[src/design/rpia_pkg.sv]
// Constants shared by the rotating priority interrupt arbiter
package rpia_pkg;

  // ****************************************
  // Register byte addresses
  // ****************************************
  localparam logic [31:0] OFF_SOURCE_REQUEST_LATCH = 32'h4a00_0000;
  localparam logic [31:0] OFF_FAST_SELECT_MAP = 32'h4a00_0004;
  localparam logic [31:0] OFF_SOURCE_MASK = 32'h4a00_0008;
  localparam logic [31:0] OFF_PRIORITY_CONTROL = 32'h4a00_000c;
  localparam logic [31:0] OFF_WINNER_PENDING = 32'h4a00_0010;
  localparam logic [31:0] OFF_WINNER_INDEX = 32'h4a00_0014;

  // ****************************************
  // Reset values and field layouts
  // ****************************************
  localparam logic [31:0] SOURCE_LATCH_RESET = 32'h0000_0000;
  localparam logic [31:0] FAST_MAP_RESET = 32'h0000_0000;
  localparam logic [31:0] MASK_RESET = 32'hffff_ffff;
  localparam logic [31:0] WINNER_PENDING_RESET = 32'h0000_0000;
  localparam logic [4:0] WINNER_INDEX_RESET = 5'h00;
  localparam int PRIO_WIDTH = 21;
  localparam logic [20:0] PRIO_RESET = 21'h00_007f;
  localparam int PRIO_SEL_LSB = 7;
  localparam int PRIO_SEL_WIDTH = 2;
  localparam int TOP_ARBITER = 6;
  // Positions 24 and 6 are reserved and never latch
  localparam logic [31:0] SOURCE_VALID = 32'hfeff_ffbf;
  localparam logic [31:0] ZERO_WORD = 32'h0000_0000;

  // ****************************************
  // Arbiter shape and source grouping
  // ****************************************
  localparam int ARB_INPUTS = 6;
  localparam int GROUPS = 6;
  localparam int ROTATING = 4;
  localparam logic [2:0] REQ_FIRST = 3'h0;
  localparam logic [2:0] REQ_ROT_LOW = 3'h1;
  localparam logic [2:0] REQ_ROT_HIGH = 3'h4;
  localparam logic [2:0] REQ_LAST = 3'h5;
  // Lowest source of each group and the arbiter input it lands on
  localparam int GRP_BASE [GROUPS] = '{0, 4, 10, 16, 22, 28};
  localparam int GRP_FIRST [GROUPS] = '{1, 0, 0, 0, 0, 1};
  localparam int GRP_COUNT [GROUPS] = '{4, 6, 6, 6, 6, 4};

  // ****************************************
  // Bus constants
  // ****************************************
  localparam logic HRESP_OKAY = 1'b0;

endpackage : rpia_pkg

[src/design/rpia_controller.sv]
// Interrupt pending, mode, mask and two-level rotating arbitration behind AHB-Lite
// Contract
// - Seven arbiters resolve 32 requests: six first-level feed one second-level.
// - Each arbiter has six inputs, one rotate enable, one two-bit order select.
// - Order select 00,01,10,11 rotates inputs one to four after input zero.
// - Input zero always wins, input five always loses, in every arbiter.
// - Rotate enable zero: hardware never changes the order select; software still can.
// - Rotate enable one: serviced input 1..4 sets select to 01,10,11,00.
// - Servicing input zero or five leaves the order select unchanged.
// - Requests latch first, split by mode; only normal ones are arbitrated.
// - A request sets its latch bit regardless of mask and arbitration.
// - Any set latch bit counts as an outstanding request.
// - Writing the latch clears bits written one, keeps bits written zero.
// - Latch resets to zero; reads one for requested sources.
// - Latch holds 32 positions; positions 24 and 6 are unused.
// - Mode bit one means fast interrupt, zero means normal interrupt.
// - Fast sources never reach the winner pending or winner index registers.
// - Mode register resets to zero.
// - Masked sources are not serviced but still latch; mask resets to ones.
// - Winner pending holds at most one bit, the current normal winner.
// - Priority control resets with rotation on and all selects zero.
`timescale 1ns/1ps
module rpia_controller (
  input wire logic i_clock,
  input wire logic i_rst_b,
  input wire logic i_hsel,
  input wire logic [31:0] i_haddr,
  input wire logic [1:0] i_htrans,
  input wire logic i_hwrite,
  input wire logic [2:0] i_hsize,
  input wire logic [31:0] i_hwdata,
  input wire logic i_hready,
  output logic o_hreadyout,
  output logic o_hresp,
  output logic [31:0] o_hrdata,
  input wire logic [31:0] i_source_req,
  output logic o_fiq,
  output logic o_irq
);

  logic [31:0] src_reg, src_next;
  logic [31:0] mode_reg, mode_next;
  logic [31:0] mask_reg, mask_next;
  logic [31:0] winpnd_reg, winpnd_next;
  logic [4:0] winidx_reg, winidx_next;
  logic [2:0] wgrp_reg, wgrp_next;
  logic [2:0] wpos_reg, wpos_next;
  logic [20:0] prio_reg, prio_next;
  logic [31:0] hrdata_reg, hrdata_next;
  logic [31:0] daddr_reg, daddr_next;
  logic dwr_reg, dwr_next;
  logic fiq_reg, fiq_next;
  logic irq_reg, irq_next;

  logic addr_take;
  logic wr_src, wr_mode, wr_mask, wr_prio, wr_winpnd;
  logic [31:0] req_valid;
  logic [31:0] normal_cand;
  logic [31:0] winpnd_clr;
  logic [31:0] winpnd_after;
  logic served;
  logic [5:0] l1_req [rpia_pkg::GROUPS];
  logic [5:0] l1_valid;
  logic [2:0] l1_index [rpia_pkg::GROUPS];
  logic l2_valid;
  logic [2:0] l2_index;
  logic [2:0] l1_win_pos;
  logic [4:0] win_src;

  // ****************************************
  // AHB-Lite decode
  // ****************************************
  assign addr_take = i_hsel && i_hready && i_htrans[1];
  assign wr_src = dwr_reg && (daddr_reg == rpia_pkg::OFF_SOURCE_REQUEST_LATCH);
  assign wr_mode = dwr_reg && (daddr_reg == rpia_pkg::OFF_FAST_SELECT_MAP);
  assign wr_mask = dwr_reg && (daddr_reg == rpia_pkg::OFF_SOURCE_MASK);
  assign wr_prio = dwr_reg && (daddr_reg == rpia_pkg::OFF_PRIORITY_CONTROL);
  assign wr_winpnd = dwr_reg && (daddr_reg == rpia_pkg::OFF_WINNER_PENDING);
  assign o_hreadyout = 1'b1;
  assign o_hresp = rpia_pkg::HRESP_OKAY;
  assign o_hrdata = hrdata_reg;
  assign o_fiq = fiq_reg;
  assign o_irq = irq_reg;

  // ****************************************
  // Request split
  // ****************************************
  assign req_valid = i_source_req & rpia_pkg::SOURCE_VALID;
  assign normal_cand = src_reg & ~mask_reg & ~mode_reg & rpia_pkg::SOURCE_VALID;

  // ****************************************
  // Two-level arbitration
  // ****************************************
  genvar g, p;
  generate
    for (g = 0; g < rpia_pkg::GROUPS; g++) begin : gen_l1
      for (p = 0; p < rpia_pkg::ARB_INPUTS; p++) begin : gen_in
        if (p >= rpia_pkg::GRP_FIRST[g] && p < rpia_pkg::GRP_FIRST[g] + rpia_pkg::GRP_COUNT[g]) begin : gen_used
          assign l1_req[g][p] = normal_cand[rpia_pkg::GRP_BASE[g] + p - rpia_pkg::GRP_FIRST[g]];
        end else begin : gen_tied
          assign l1_req[g][p] = 1'b0;
        end
      end
      rpia_arbiter u_arb (
        .i_req(l1_req[g]),
        .i_sel(prio_reg[rpia_pkg::PRIO_SEL_LSB + rpia_pkg::PRIO_SEL_WIDTH * g +: rpia_pkg::PRIO_SEL_WIDTH]),
        .o_valid(l1_valid[g]),
        .o_index(l1_index[g])
      );
    end
  endgenerate

  rpia_arbiter u_arb_top (
    .i_req(l1_valid),
    .i_sel(prio_reg[rpia_pkg::PRIO_SEL_LSB + rpia_pkg::PRIO_SEL_WIDTH * rpia_pkg::TOP_ARBITER +:
                    rpia_pkg::PRIO_SEL_WIDTH]),
    .o_valid(l2_valid),
    .o_index(l2_index)
  );

  always_comb begin
    l1_win_pos = l1_index[l2_index];
    win_src = 5'(rpia_pkg::GRP_BASE[l2_index] + int'(l1_win_pos) - rpia_pkg::GRP_FIRST[l2_index]);
  end

  // ****************************************
  // Next-state logic
  // ****************************************
  always_comb begin
    src_next = (src_reg & ~(wr_src ? i_hwdata : rpia_pkg::ZERO_WORD)) | req_valid;
    mode_next = wr_mode ? i_hwdata : mode_reg;
    mask_next = wr_mask ? i_hwdata : mask_reg;
    winpnd_clr = wr_winpnd ? i_hwdata : rpia_pkg::ZERO_WORD;
    served = |(winpnd_reg & winpnd_clr);
    winpnd_after = winpnd_reg & ~winpnd_clr;
    winpnd_next = winpnd_after;
    winidx_next = winidx_reg;
    wgrp_next = wgrp_reg;
    wpos_next = wpos_reg;
    if (winpnd_after == rpia_pkg::ZERO_WORD && l2_valid) begin
      winpnd_next = 32'(1) << win_src;
      winidx_next = win_src;
      wgrp_next = l2_index;
      wpos_next = l1_win_pos;
    end
    prio_next = prio_reg;
    if (served) begin
      if (prio_reg[wgrp_reg] && wpos_reg >= rpia_pkg::REQ_ROT_LOW && wpos_reg <= rpia_pkg::REQ_ROT_HIGH) begin
        prio_next[rpia_pkg::PRIO_SEL_LSB + rpia_pkg::PRIO_SEL_WIDTH * int'(wgrp_reg) +: rpia_pkg::PRIO_SEL_WIDTH] =
          wpos_reg[1:0];
      end
      if (prio_reg[rpia_pkg::TOP_ARBITER] && wgrp_reg >= rpia_pkg::REQ_ROT_LOW &&
          wgrp_reg <= rpia_pkg::REQ_ROT_HIGH) begin
        prio_next[rpia_pkg::PRIO_SEL_LSB + rpia_pkg::PRIO_SEL_WIDTH * rpia_pkg::TOP_ARBITER +:
                  rpia_pkg::PRIO_SEL_WIDTH] = wgrp_reg[1:0];
      end
    end
    if (wr_prio) begin
      prio_next = i_hwdata[rpia_pkg::PRIO_WIDTH-1:0];
    end
    fiq_next = |(src_reg & mode_reg & ~mask_reg & rpia_pkg::SOURCE_VALID);
    irq_next = |normal_cand;
    dwr_next = addr_take && i_hwrite;
    daddr_next = addr_take ? i_haddr : daddr_reg;
    hrdata_next = hrdata_reg;
    if (addr_take && !i_hwrite) begin
      case (i_haddr)
        rpia_pkg::OFF_SOURCE_REQUEST_LATCH: hrdata_next = src_next;
        rpia_pkg::OFF_FAST_SELECT_MAP: hrdata_next = mode_next;
        rpia_pkg::OFF_SOURCE_MASK: hrdata_next = mask_next;
        rpia_pkg::OFF_PRIORITY_CONTROL: hrdata_next = 32'(prio_next);
        rpia_pkg::OFF_WINNER_PENDING: hrdata_next = winpnd_next;
        rpia_pkg::OFF_WINNER_INDEX: hrdata_next = 32'(winidx_next);
        default: hrdata_next = rpia_pkg::ZERO_WORD;
      endcase
    end
  end

  // ****************************************
  // State registers
  // ****************************************
  always_ff @(posedge i_clock or negedge i_rst_b) begin
    if (!i_rst_b) begin
      src_reg <= rpia_pkg::SOURCE_LATCH_RESET;
      mode_reg <= rpia_pkg::FAST_MAP_RESET;
      mask_reg <= rpia_pkg::MASK_RESET;
      winpnd_reg <= rpia_pkg::WINNER_PENDING_RESET;
      winidx_reg <= rpia_pkg::WINNER_INDEX_RESET;
      wgrp_reg <= rpia_pkg::REQ_FIRST;
      wpos_reg <= rpia_pkg::REQ_FIRST;
      prio_reg <= rpia_pkg::PRIO_RESET;
      hrdata_reg <= rpia_pkg::ZERO_WORD;
      daddr_reg <= rpia_pkg::ZERO_WORD;
      dwr_reg <= 1'b0;
      fiq_reg <= 1'b0;
      irq_reg <= 1'b0;
    end else begin
      src_reg <= src_next;
      mode_reg <= mode_next;
      mask_reg <= mask_next;
      winpnd_reg <= winpnd_next;
      winidx_reg <= winidx_next;
      wgrp_reg <= wgrp_next;
      wpos_reg <= wpos_next;
      prio_reg <= prio_next;
      hrdata_reg <= hrdata_next;
      daddr_reg <= daddr_next;
      dwr_reg <= dwr_next;
      fiq_reg <= fiq_next;
      irq_reg <= irq_next;
    end
  end

  // ****************************************
  // Assertions
  // ****************************************
  logic [1:0] top_sel;
  logic top_rot;
  assign top_sel = prio_reg[rpia_pkg::PRIO_SEL_LSB + rpia_pkg::PRIO_SEL_WIDTH * rpia_pkg::TOP_ARBITER +:
                            rpia_pkg::PRIO_SEL_WIDTH];
  assign top_rot = prio_reg[rpia_pkg::TOP_ARBITER];

  property p_src_set;
    @(posedge i_clock) disable iff (!i_rst_b)
      req_valid != rpia_pkg::ZERO_WORD |=> (src_reg & $past(req_valid)) == $past(req_valid);
  endproperty
  a_src_set: assert property (p_src_set) else $error("source request not latched");

  property p_src_clear;
    @(posedge i_clock) disable iff (!i_rst_b)
      wr_src |=> src_reg == (($past(src_reg) & ~$past(i_hwdata)) | $past(req_valid));
  endproperty
  a_src_clear: assert property (p_src_clear) else $error("latch clear wrong");

  property p_src_reserved;
    @(posedge i_clock) disable iff (!i_rst_b)
      (src_reg & ~rpia_pkg::SOURCE_VALID) == rpia_pkg::ZERO_WORD;
  endproperty
  a_src_reserved: assert property (p_src_reserved) else $error("reserved latch bit set");

  property p_winner_onehot;
    @(posedge i_clock) disable iff (!i_rst_b)
      $onehot0(winpnd_reg) && (winpnd_reg == rpia_pkg::ZERO_WORD || winpnd_reg[winidx_reg]);
  endproperty
  a_winner_onehot: assert property (p_winner_onehot) else $error("winner pending not one-hot");

  property p_winner_normal;
    @(posedge i_clock) disable iff (!i_rst_b)
      (winpnd_reg != rpia_pkg::ZERO_WORD) && ($past(winpnd_reg) == rpia_pkg::ZERO_WORD)
        |->
        (winpnd_reg & ($past(mode_reg) | $past(mask_reg))) == rpia_pkg::ZERO_WORD;
  endproperty
  a_winner_normal: assert property (p_winner_normal) else $error("fast or masked source won");

  property p_top_first;
    @(posedge i_clock) disable iff (!i_rst_b)
      l1_valid[0] |-> l2_index == rpia_pkg::REQ_FIRST;
  endproperty
  a_top_first: assert property (p_top_first) else $error("input zero lost");

  property p_top_last;
    @(posedge i_clock) disable iff (!i_rst_b)
      (l2_index == rpia_pkg::REQ_LAST) |-> (l1_valid == 6'h20);
  endproperty
  a_top_last: assert property (p_top_last) else $error("input five won over another");

  property p_fixed_sel;
    @(posedge i_clock) disable iff (!i_rst_b)
      (!top_rot && !wr_prio) |=> top_sel == $past(top_sel);
  endproperty
  a_fixed_sel: assert property (p_fixed_sel) else $error("fixed order select changed");

  property p_rotate;
    @(posedge i_clock) disable iff (!i_rst_b)
      (served && top_rot && !wr_prio && wgrp_reg >= rpia_pkg::REQ_ROT_LOW && wgrp_reg <= rpia_pkg::REQ_ROT_HIGH)
        |=> top_sel == $past(wgrp_reg[1:0]);
  endproperty
  a_rotate: assert property (p_rotate) else $error("order select not rotated");

  property p_edge_keep;
    @(posedge i_clock) disable iff (!i_rst_b)
      (served && !wr_prio && (wgrp_reg == rpia_pkg::REQ_FIRST || wgrp_reg == rpia_pkg::REQ_LAST))
        |=> top_sel == $past(top_sel);
  endproperty
  a_edge_keep: assert property (p_edge_keep) else $error("order select moved on edge input");

  property p_fiq;
    @(posedge i_clock) disable iff (!i_rst_b)
      o_fiq == $past(|(src_reg & mode_reg & ~mask_reg));
  endproperty
  a_fiq: assert property (p_fiq) else $error("fast output wrong");

  property p_irq;
    @(posedge i_clock) disable iff (!i_rst_b)
      $past(normal_cand) != rpia_pkg::ZERO_WORD |-> o_irq ##1 (winpnd_reg != rpia_pkg::ZERO_WORD || o_irq);
  endproperty
  a_irq: assert property (p_irq) else $error("normal output missing");

endmodule : rpia_controller

[src/design/rpia_arbiter.sv]
// Six-input arbiter with rotatable middle priority
`timescale 1ns/1ps
module rpia_arbiter (
  input wire logic [5:0] i_req,
  input wire logic [1:0] i_sel,
  output logic o_valid,
  output logic [2:0] o_index
);

  logic found;
  logic [2:0] slot;

  // ****************************************
  // Priority search
  // ****************************************
  always_comb begin
    found = 1'b0;
    slot = rpia_pkg::REQ_FIRST;
    o_index = rpia_pkg::REQ_FIRST;
    o_valid = |i_req;
    if (i_req[rpia_pkg::REQ_FIRST]) begin
      found = 1'b1;
    end
    for (int k = 0; k < rpia_pkg::ROTATING; k++) begin
      slot = 3'((int'(i_sel) + k) % rpia_pkg::ROTATING + int'(rpia_pkg::REQ_ROT_LOW));
      if (!found && i_req[slot]) begin
        o_index = slot;
        found = 1'b1;
      end
    end
    if (!found && i_req[rpia_pkg::REQ_LAST]) begin
      o_index = rpia_pkg::REQ_LAST;
    end
  end

endmodule : rpia_arbiter

[config.mk]
export PLATFORM = sky130hd
export DESIGN_NAME = rpia_controller
export DESIGN_NICKNAME = d
export VERILOG_FILES = /design/src/design/rpia_pkg.sv /design/src/design/rpia_controller.sv /design/src/design/rpia_arbiter.sv
export SDC_FILE = /design/constraint.sdc
export NUM_CORES = 1
export LEC_CHECK = 0
export ABC_AREA = 1
export BUFFER_PORTS_ARGS = -buffer_cell sky130_fd_sc_hd__buf_2
export CELL_PAD_IN_SITES_DETAIL_PLACEMENT = 1
export CELL_PAD_IN_SITES_GLOBAL_PLACEMENT = 1
export CORE_MARGIN = 3
export CORE_UTILIZATION = 47
export CTS_CLUSTER_SIZE = 20
export DETAILED_ROUTE_END_ITERATION = 10
export PLACE_DENSITY = 0.83
export SYNTH_ARGS = -nofsm -noshare
export SYNTH_HDL_FRONTEND = slang
export SYNTH_SLANG_ARGS = --single-unit
[constraint.sdc]
create_clock -name i_clock -period 12.86 [get_ports i_clock]
set_clock_uncertainty 0.1 [all_clocks]
set_input_delay 1.286 -clock i_clock [delete_from_list [all_inputs] [get_ports i_clock]]
set_output_delay 1.286 -clock i_clock [all_outputs]
set_load 0.01 [all_outputs]
# --- Word level (Yosys, flattened, before mapping) ---
# Memory sizes are Yosys's and may differ from the RTL's.
# Cells that the tools add are included.
word_totals:
  register_bits: 227
  romBits: 512
  input_bits: 106
  output_inout_bits: 36
  elab_cells: 392
  mem_count: 2
classes:
  addsub: 46
  order_cmp: 34
  n_eq_ne: 11
  shifts: 3
  mux: 141
  bitwise: 34
  reduce_logical: 108
mem_list:
  columns: ["name", "words", "width", "rd", "rd_clocked_by_memory_dff", "write_ports", "line_no", "source"]
  rows:
  - ["(name not given)", 8, 32, 1, 0, 0, "rpia_controller.sv:123", "win_src = 5'(rpia_pkg::GRP_BASE[l2_index] + int'(l1_win_pos) - rpia_pkg::GRP_FIRST[l2_index]);"]
  - ["(name not given)", 8, 32, 1, 0, 0, "rpia_controller.sv:123", null]
ops:
  columns: ["cell", "count"]
  rows:
  - ["== test 32 x 31 -> 1 bit, second input constant", 11]
  - ["bitwise AND 32 bit", 7]
  - ["case mux 32 bit (6 select lines)", 1]
  - ["two-way mux 32 bit", 5]
  - ["NOT 32 bit", 4]
  - ["less-than comparator 3 x 4 -> 1 bit, second input constant", 28]
  - ["two-way mux 3 bit", 35]
  - ["binary-select mux 1 bit (select 3 bit)", 29]
  - ["adder 3 x 2 -> 3 bit, second input constant", 21]
  - ["two-way mux 21 bit", 3]
  - ["two-way mux 1 bit", 60]
  - ["OR reduction 30 bit", 2]
  - ["logical AND 1 bit", 45]
  - ["OR reduction 2 bit", 21]
  - ["negation 5 -> 33 bit", 1]
  - ["variable shift 2 x 33 -> 21 bit, first input constant", 1]
  - ["indexed part select 2 x 33 -> 21 bit", 1]
  - ["zero test 1 bit", 32]
  - ["zero test 32 bit", 1]
  - ["OR 32 bit", 1]
  - ["OR reduction 32 bit", 1]
  - ["left shift 1 x 5 -> 32 bit, first input constant", 1]
  - ["adder 2 bit, second input constant", 14]
  - ["two-way mux 5 bit", 5]
  - ["16 further kinds", 47]

# --- Logic depth before layout (Yosys ltp) ---
depth:
  depth_word: 29
  depth_mapped: 42
  ltp_nobuf: 42

# --- Modules after synthesis ---
# From an unflattened synthesis, not the netlist that was laid out.
hier_totals:
  hier_cells: 2599
  area_unflattened_um2: 17406.7
modules_own_cells:
  columns: ["module", "instances", "cells_per_inst", "area_each_um2", "seq_area_each_um2"]
  rows:
  - ["rpia_controller", 1, 1864, 13132.6, 5729.2]
  - ["rpia_arbiter", 7, 105, 610.6, 0.0]

# --- Least setup slack after synthesis ---
# No wires, ideal clock.
synth_path:
  kind: "flip-flop to flip-flop"
  startpoint: "register prio_reg[15]"
  endpoint: "register hrdata_reg[13], in the netlist o_hrdata[13]"
  setup_ps: 66
  arrival_time_ps: 4658
  t_required_ps: 12694
  setup_slack_ps: 8036
  path_stages_with_launch: 30
  path_buffers: 2
  period_less_slack_ps: 4824
  cell_sequence: "dfrtp_1 -> buf_2 -> clkinv_1 -> ha_1 -> clkbuf_1 -> xor2_1 -> inv_1 -> a21oi_1 -> o21ai_1 -> nor3_1 -> nand2_1 -> nor2_1 -> inv_1 -> o21ai_0 -> nor2_1 -> o211ai_1 -> nand2_1 -> ha_1 -> inv_1 -> ha_1 -> a21oi_1 -> xnor2_1 -> inv_1 -> nor2_1 -> nand2_2 -> o21ai_2 -> nand2_1 -> nand2_1 -> nand2_1 -> nand2_1"
synth_between:
  elab_chain_len: 25
  elab_cells_between_ends: 46
  classes_between: "add/sub: 8; shift: 1; mux: 22; bitwise: 3; reduce/logical: 12"
synth_lines:
  columns: ["element", "line_no", "source"]
  rows:
  - ["start, declared", "rpia_controller.sv:48", "logic [20:0] prio_reg, prio_next;"]
  - ["start signal, assigned", "rpia_controller.sv:191", "prio_reg <= rpia_pkg::PRIO_RESET;"]
  - ["start signal, assigned", "rpia_controller.sv:205", "prio_reg <= prio_next;"]
  - ["adder 2 x 1 -> 3 bit", "rpia_arbiter.sv:25", "slot = 3'((int'(i_sel) + k) % rpia_pkg::ROTATING + int'(rpia_pkg::REQ_ROT_LOW));"]
  - ["OR reduction 2 bit (no source line) / binary-select mux 1 bit (select 3 bit) (equally long branches)", null, null]
  - ["bitwise AND 1 bit (no source line) / two-way mux 1 bit (equally long branches)", null, null]
  - ["adder 3 x 2 -> 3 bit / logical AND 1 bit (equally long branches)", "rpia_arbiter.sv:25, rpia_arbiter.sv:26", null]
  - ["binary-select mux 1 bit (select 3 bit) / two-way mux 1 bit (equally long branches)", "rpia_arbiter.sv:26", "if (!found && i_req[slot]) begin"]
  - ["two-way mux 1 bit (implied by the code) / zero test 1 bit (equally long branches)", "rpia_arbiter.sv:26", null]
  - ["logical AND 1 bit", "rpia_arbiter.sv:26", null]
  - ["two-way mux 1 bit", "rpia_arbiter.sv:26", null]
  - ["(+9 left out)", null, null]
  - ["binary-select mux 3 bit (select 3 bit) (*)", "rpia_controller.sv:122", "l1_win_pos = l1_index[l2_index];"]
  - ["two-way mux 3 bit (implied by the code) (*) (2 in series)", "rpia_controller.sv:122", null]
  - ["adder 5 x 4 -> 5 bit (*)", "rpia_controller.sv:123", null]
  - ["subtractor 5 bit (*)", "rpia_controller.sv:123", null]
  - ["left shift 1 x 5 -> 32 bit (*)", "rpia_controller.sv:141", "winpnd_next = 32'(1) << win_src;"]
  - ["two-way mux 32 bit (*)", "rpia_controller.sv:140", "if (winpnd_after == rpia_pkg::ZERO_WORD && l2_valid) begin"]
  - ["via winpnd_next[13]", "rpia_controller.sv:44", "logic [31:0] winpnd_reg, winpnd_next;"]
  - ["case mux 32 bit (6 select lines) (*)", "rpia_controller.sv:167", "case (i_haddr)"]
  - ["end signal, assigned", "rpia_controller.sv:192", "hrdata_reg <= rpia_pkg::ZERO_WORD;"]
  - ["end signal, assigned", "rpia_controller.sv:206", "hrdata_reg <= hrdata_next;"]
  - ["end, declared", "rpia_controller.sv:49", "logic [31:0] hrdata_reg, hrdata_next;"]
# Mark *: on every way through the listed nets, which the timed path passes. The rest lies on a longest branch. The select of a mux whose other input is x is not followed.
# A chain may end at the register's enable or synchronous reset.

# --- Worst setup path in the final report ---
layout_path:
  startpoint: "register prio_reg[19]"
  endpoint: "register hrdata_reg[8], in the netlist o_hrdata[8]"
layout_between:
  elab_chain_len: 26
  elab_cells_between_ends: 53
  classes_between: "add/sub: 8; shift: 1; mux: 26; bitwise: 4; reduce/logical: 12; memory: 2"
layout_lines:
  columns: ["element", "line_no"]
  rows:
  - ["adder 2 x 1 -> 3 bit", "rpia_arbiter.sv:25"]
  - ["OR reduction 2 bit (no source line) / binary-select mux 1 bit (select 3 bit) (equally long branches)", null]
  - ["bitwise AND 1 bit (no source line) / two-way mux 1 bit (equally long branches)", null]
  - ["adder 3 x 2 -> 3 bit / logical AND 1 bit (equally long branches)", "rpia_arbiter.sv:25, rpia_arbiter.sv:26"]
  - ["binary-select mux 1 bit (select 3 bit) / two-way mux 1 bit (equally long branches)", "rpia_arbiter.sv:26"]
  - ["two-way mux 1 bit (implied by the code) / zero test 1 bit (equally long branches)", "rpia_arbiter.sv:26"]
  - ["logical AND 1 bit", "rpia_arbiter.sv:26"]
  - ["two-way mux 1 bit", "rpia_arbiter.sv:26"]
  - ["(+9 left out)", null]
  - ["NOT 3 -> 4 bit (implied by the code) (*)", "rpia_controller.sv:122, rpia_controller.sv:123"]
  - ["memory read (8 x 32 bit) / binary-select mux 3 bit (select 3 bit) (equally long branches)", null]
  - ["two-way mux 5 bit (implied by the code) / two-way mux 3 bit (equally long branches) (2 in series)", "rpia_controller.sv:123, rpia_controller.sv:122"]
  - ["adder 5 x 4 -> 5 bit", "rpia_controller.sv:123"]
  - ["subtractor 5 bit (*)", "rpia_controller.sv:123"]
  - ["left shift 1 x 5 -> 32 bit (*)", "rpia_controller.sv:141"]
  - ["two-way mux 32 bit (*)", "rpia_controller.sv:140"]
  - ["case mux 32 bit (6 select lines) (*)", "rpia_controller.sv:167"]
# Every way passes the cells marked *; elsewhere a longest branch is shown, timed or not. The select of a mux whose other input is x is not followed.

==> out/qor.yml <==
ir_drop_mv: 0.111
report.final.slew_viol_count: 0
cts_root_buf: "clkbuf_16"
drt_first_pass_iters: 5
final_util_pct: 53.4
cts.sinks: 227
cts_setup_buffers: 0
drt_wl_total_mm: 62.0
core_region_area_mm2: 0.0326
antenna_found_initial: 2
grt_setup_unrepaired: "no"
p_leak_nw: 9.05
fin_area_mm2: 0.0174
nets: 2512
die_height_um: 188
cts.htree.levels: 1
numCtsBuffers: 26
slew_headroom_pct: 22.5
worst_pin_slew_ns: 1.16
grt_max_degree: 91
post-route-min-period_ns: 6.46
area_growth_pct: 11.8
drt_iter0_markers: 1283
ys_seq_area_share_pct: 36.8
layout-drive-gt1-share_pct: 13.5
detail-route-antenna-nets: 0
slowest_delay_ns: 0.63
ys_seq_elements: 227
grt_overflow: 0
cts_hold_buf: 0
setup_viol: 0
cts_tree: "done"
fin_crit_sh_pct: 50.3
portBuffers: 133
worst-setup-path-type: "reg -> reg"
synth_area_per_cell_um2: 6.88
cap_violations: 0
syn_nets: 2412
cp_data_required_time_ns: 13.20
synth-async-reset-ratio_pct: 100
setup.worst_path.start_class: "flop"
synth-edff-count: 0
multi_input_area_mm2: 0.00824
wl_per_cell_um: 21.9
grt_use_total_pct: 34.4
grt_pass1_wl_mm: 95.3
dr_total_vias: 16400
hold_class: "reg -> reg"
synth_ff_type: "dfrtp_1"
drc: 0
cpMostUsedCell: "nand2_1"
die_area_mm2: 0.0354
place_hpwl_mm: 47.3
avgViaCountPerCell: 5.78
status: "complete, no violations"
cts.clk_slew.worst_paths_ns: 0.06
synth_cells: 2266
dpl-instance-area_mm2: 0.0166
n_fill_cell: 4361
initial_core_util_pct: 47.8
post_cts_resized: 0
p_per_area_mw_per_mm2: 135
ios: 142
cp_slowest_cell: "dfrtp_1"
seq_area_mm2: 0.00573
grt_pass1_vias: 16800
synthesis.area_mm2: 0.0156
timing.setup.tns_ns: 0
finalHoldViolations: 0
critPathMaxFanout: 16
worst_setup_path_end_kind: "flop"
ys_types: 59
synth_warnings: 0
arrival_ns: 6.80
rows: 66
place_congestion: 0.983
fmax_mhz: 155
cts.path.max_buffers: 3
die_x_um: 188
clock_latency_ns: 0.55
## area by class of cell
cell class	instances	area share, %
Antenna cell	1	0.0144
Clock buffer	41	4.40
Clock inverter	7	0.330
Inverter	338	7.28
Multi-Input combinational cell	1622	47.3
Sequential cell	227	32.9
Tap cell	442	3.17
Timing Repair Buffer	151	4.65
## cells in the mapped netlist, types with 5 or more instances
cell type  number  share of area, %
buf_1           6              0.14
nand3_2         5              0.32
xnor2_1         6              0.34
o21ai_0       159               5.1
o21ai_1        24              0.77
nor2_1        236               5.7
inv_1         325               7.8
buf_4           6              0.29
buf_2          12              0.39
o211ai_1       24               1.2
ha_1           40               3.2
clkbuf_1       49               1.2
a32o_1          9              0.58
dfstp_2        39               6.6
inv_2           8              0.19
nand3b_1       15              0.72
clkinv_1        5              0.12
nand2_2        10              0.40
o221ai_1        5              0.28
a221oi_1        9              0.51
nand3_1       167               5.4
dfrtp_1       188                30
mux2_2         16               1.2
a21oi_1       119               3.8
nand2_1       565                14
nor3_1         50               1.6
nor4_1          8              0.32
buf_6           6              0.43
nand4_1        58               2.3
o21ai_2        30               1.7
## kinds of logic after synthesis
group	Yosys count	synth area share, %
multiplexers	19	1.35
AO/OA/AOI/OAI	413	15.7
adder cells (fa/ha/maj)	40	3.21
XOR/XNOR	11	0.666
buffers and inverters	417	10.6
other	2	0.0482
AND/OR/NAND/NOR	1137	31.7
flip-flops	227	36.8
## cells in the final DEF, fill, tap and decap left out, types with 10 or more instances in the layout
cell and count:
a21oi_1 119, buf_2 132, buf_4 18, clkbuf_16 26, dfrtp_1 188, dfstp_2 39
ha_1 40, inv_1 325, mux2_2 16, nand2_1 565, nand2_2 10, nand3_1 166
nand3b_1 15, nand4_1 58, nor2_1 232, nor3_1 50, o211ai_1 24, o21ai_0 159
o21ai_1 24, o21ai_2 30
## worst paths after layout
| check | from | to | slack, ns | cells after the start |
|---|---|---|---|---|
| max reg2reg | prio_reg[19] | o_hrdata[8] | 6.40 | 32 |
| min | o_hrdata[18] | o_hrdata[18] | 0.38 | 2 |
| min in group asynchronous | i_rst_b | mode_reg[0] | 0.65 | 1 |
| max in group asynchronous | i_rst_b | winpnd_reg[16] | 10.47 | 2 |
| min reg2reg | o_hrdata[18] | o_hrdata[18] | 0.38 | 2 |
| max | prio_reg[19] | o_hrdata[8] | 6.40 | 32 |
## per-layer routing
metal  global-route usage, %  up-vias  wire length, µm
met2                    55.4      552            28200
met3                    4.80      153             4120
met1                    46.1     8055            26400
met4                    15.9        2             3260
met5                       0        -               13
li1                        -     7593                -
## power by group
| part | internal [mW] | leakage (nW) | switching (mW) |
|---|---|---|---|
| clock network | 0.411 | 0.394 | 0.324 |
| registers | 0.794 | 2.67 | 0.0612 |
| logic | 0.232 | 5.99 | 0.539 |
## per-stage QoR
step	hold WS [ns]	power (mW)	std cells	setup slack [ns]
2_1_floorplan	0.344	1.38	2266	8.04
3_3_place_gp	0.360	1.59	2780	6.76
3_5_place_dp	0.360	1.61	2780	6.55
4_1_cts	0.382	2.35	2828	6.53
5_1_grt	0.407	2.49	2829	5.96
6_report	0.378	2.36	2829	6.40
## worst max-delay path, delay by kind of cell, from the launching register on
kind	cells	cell delay, ns
AOI/OAI and AO/OA	4	0.92
DFF	1	0.63
buffers and inverters	8	0.91
and+or+nand+nor	16	2.56
adders and majority gates	3	1.01
xor gates and xnor gates	1	0.21
Power figures use the tool's default switching activity.
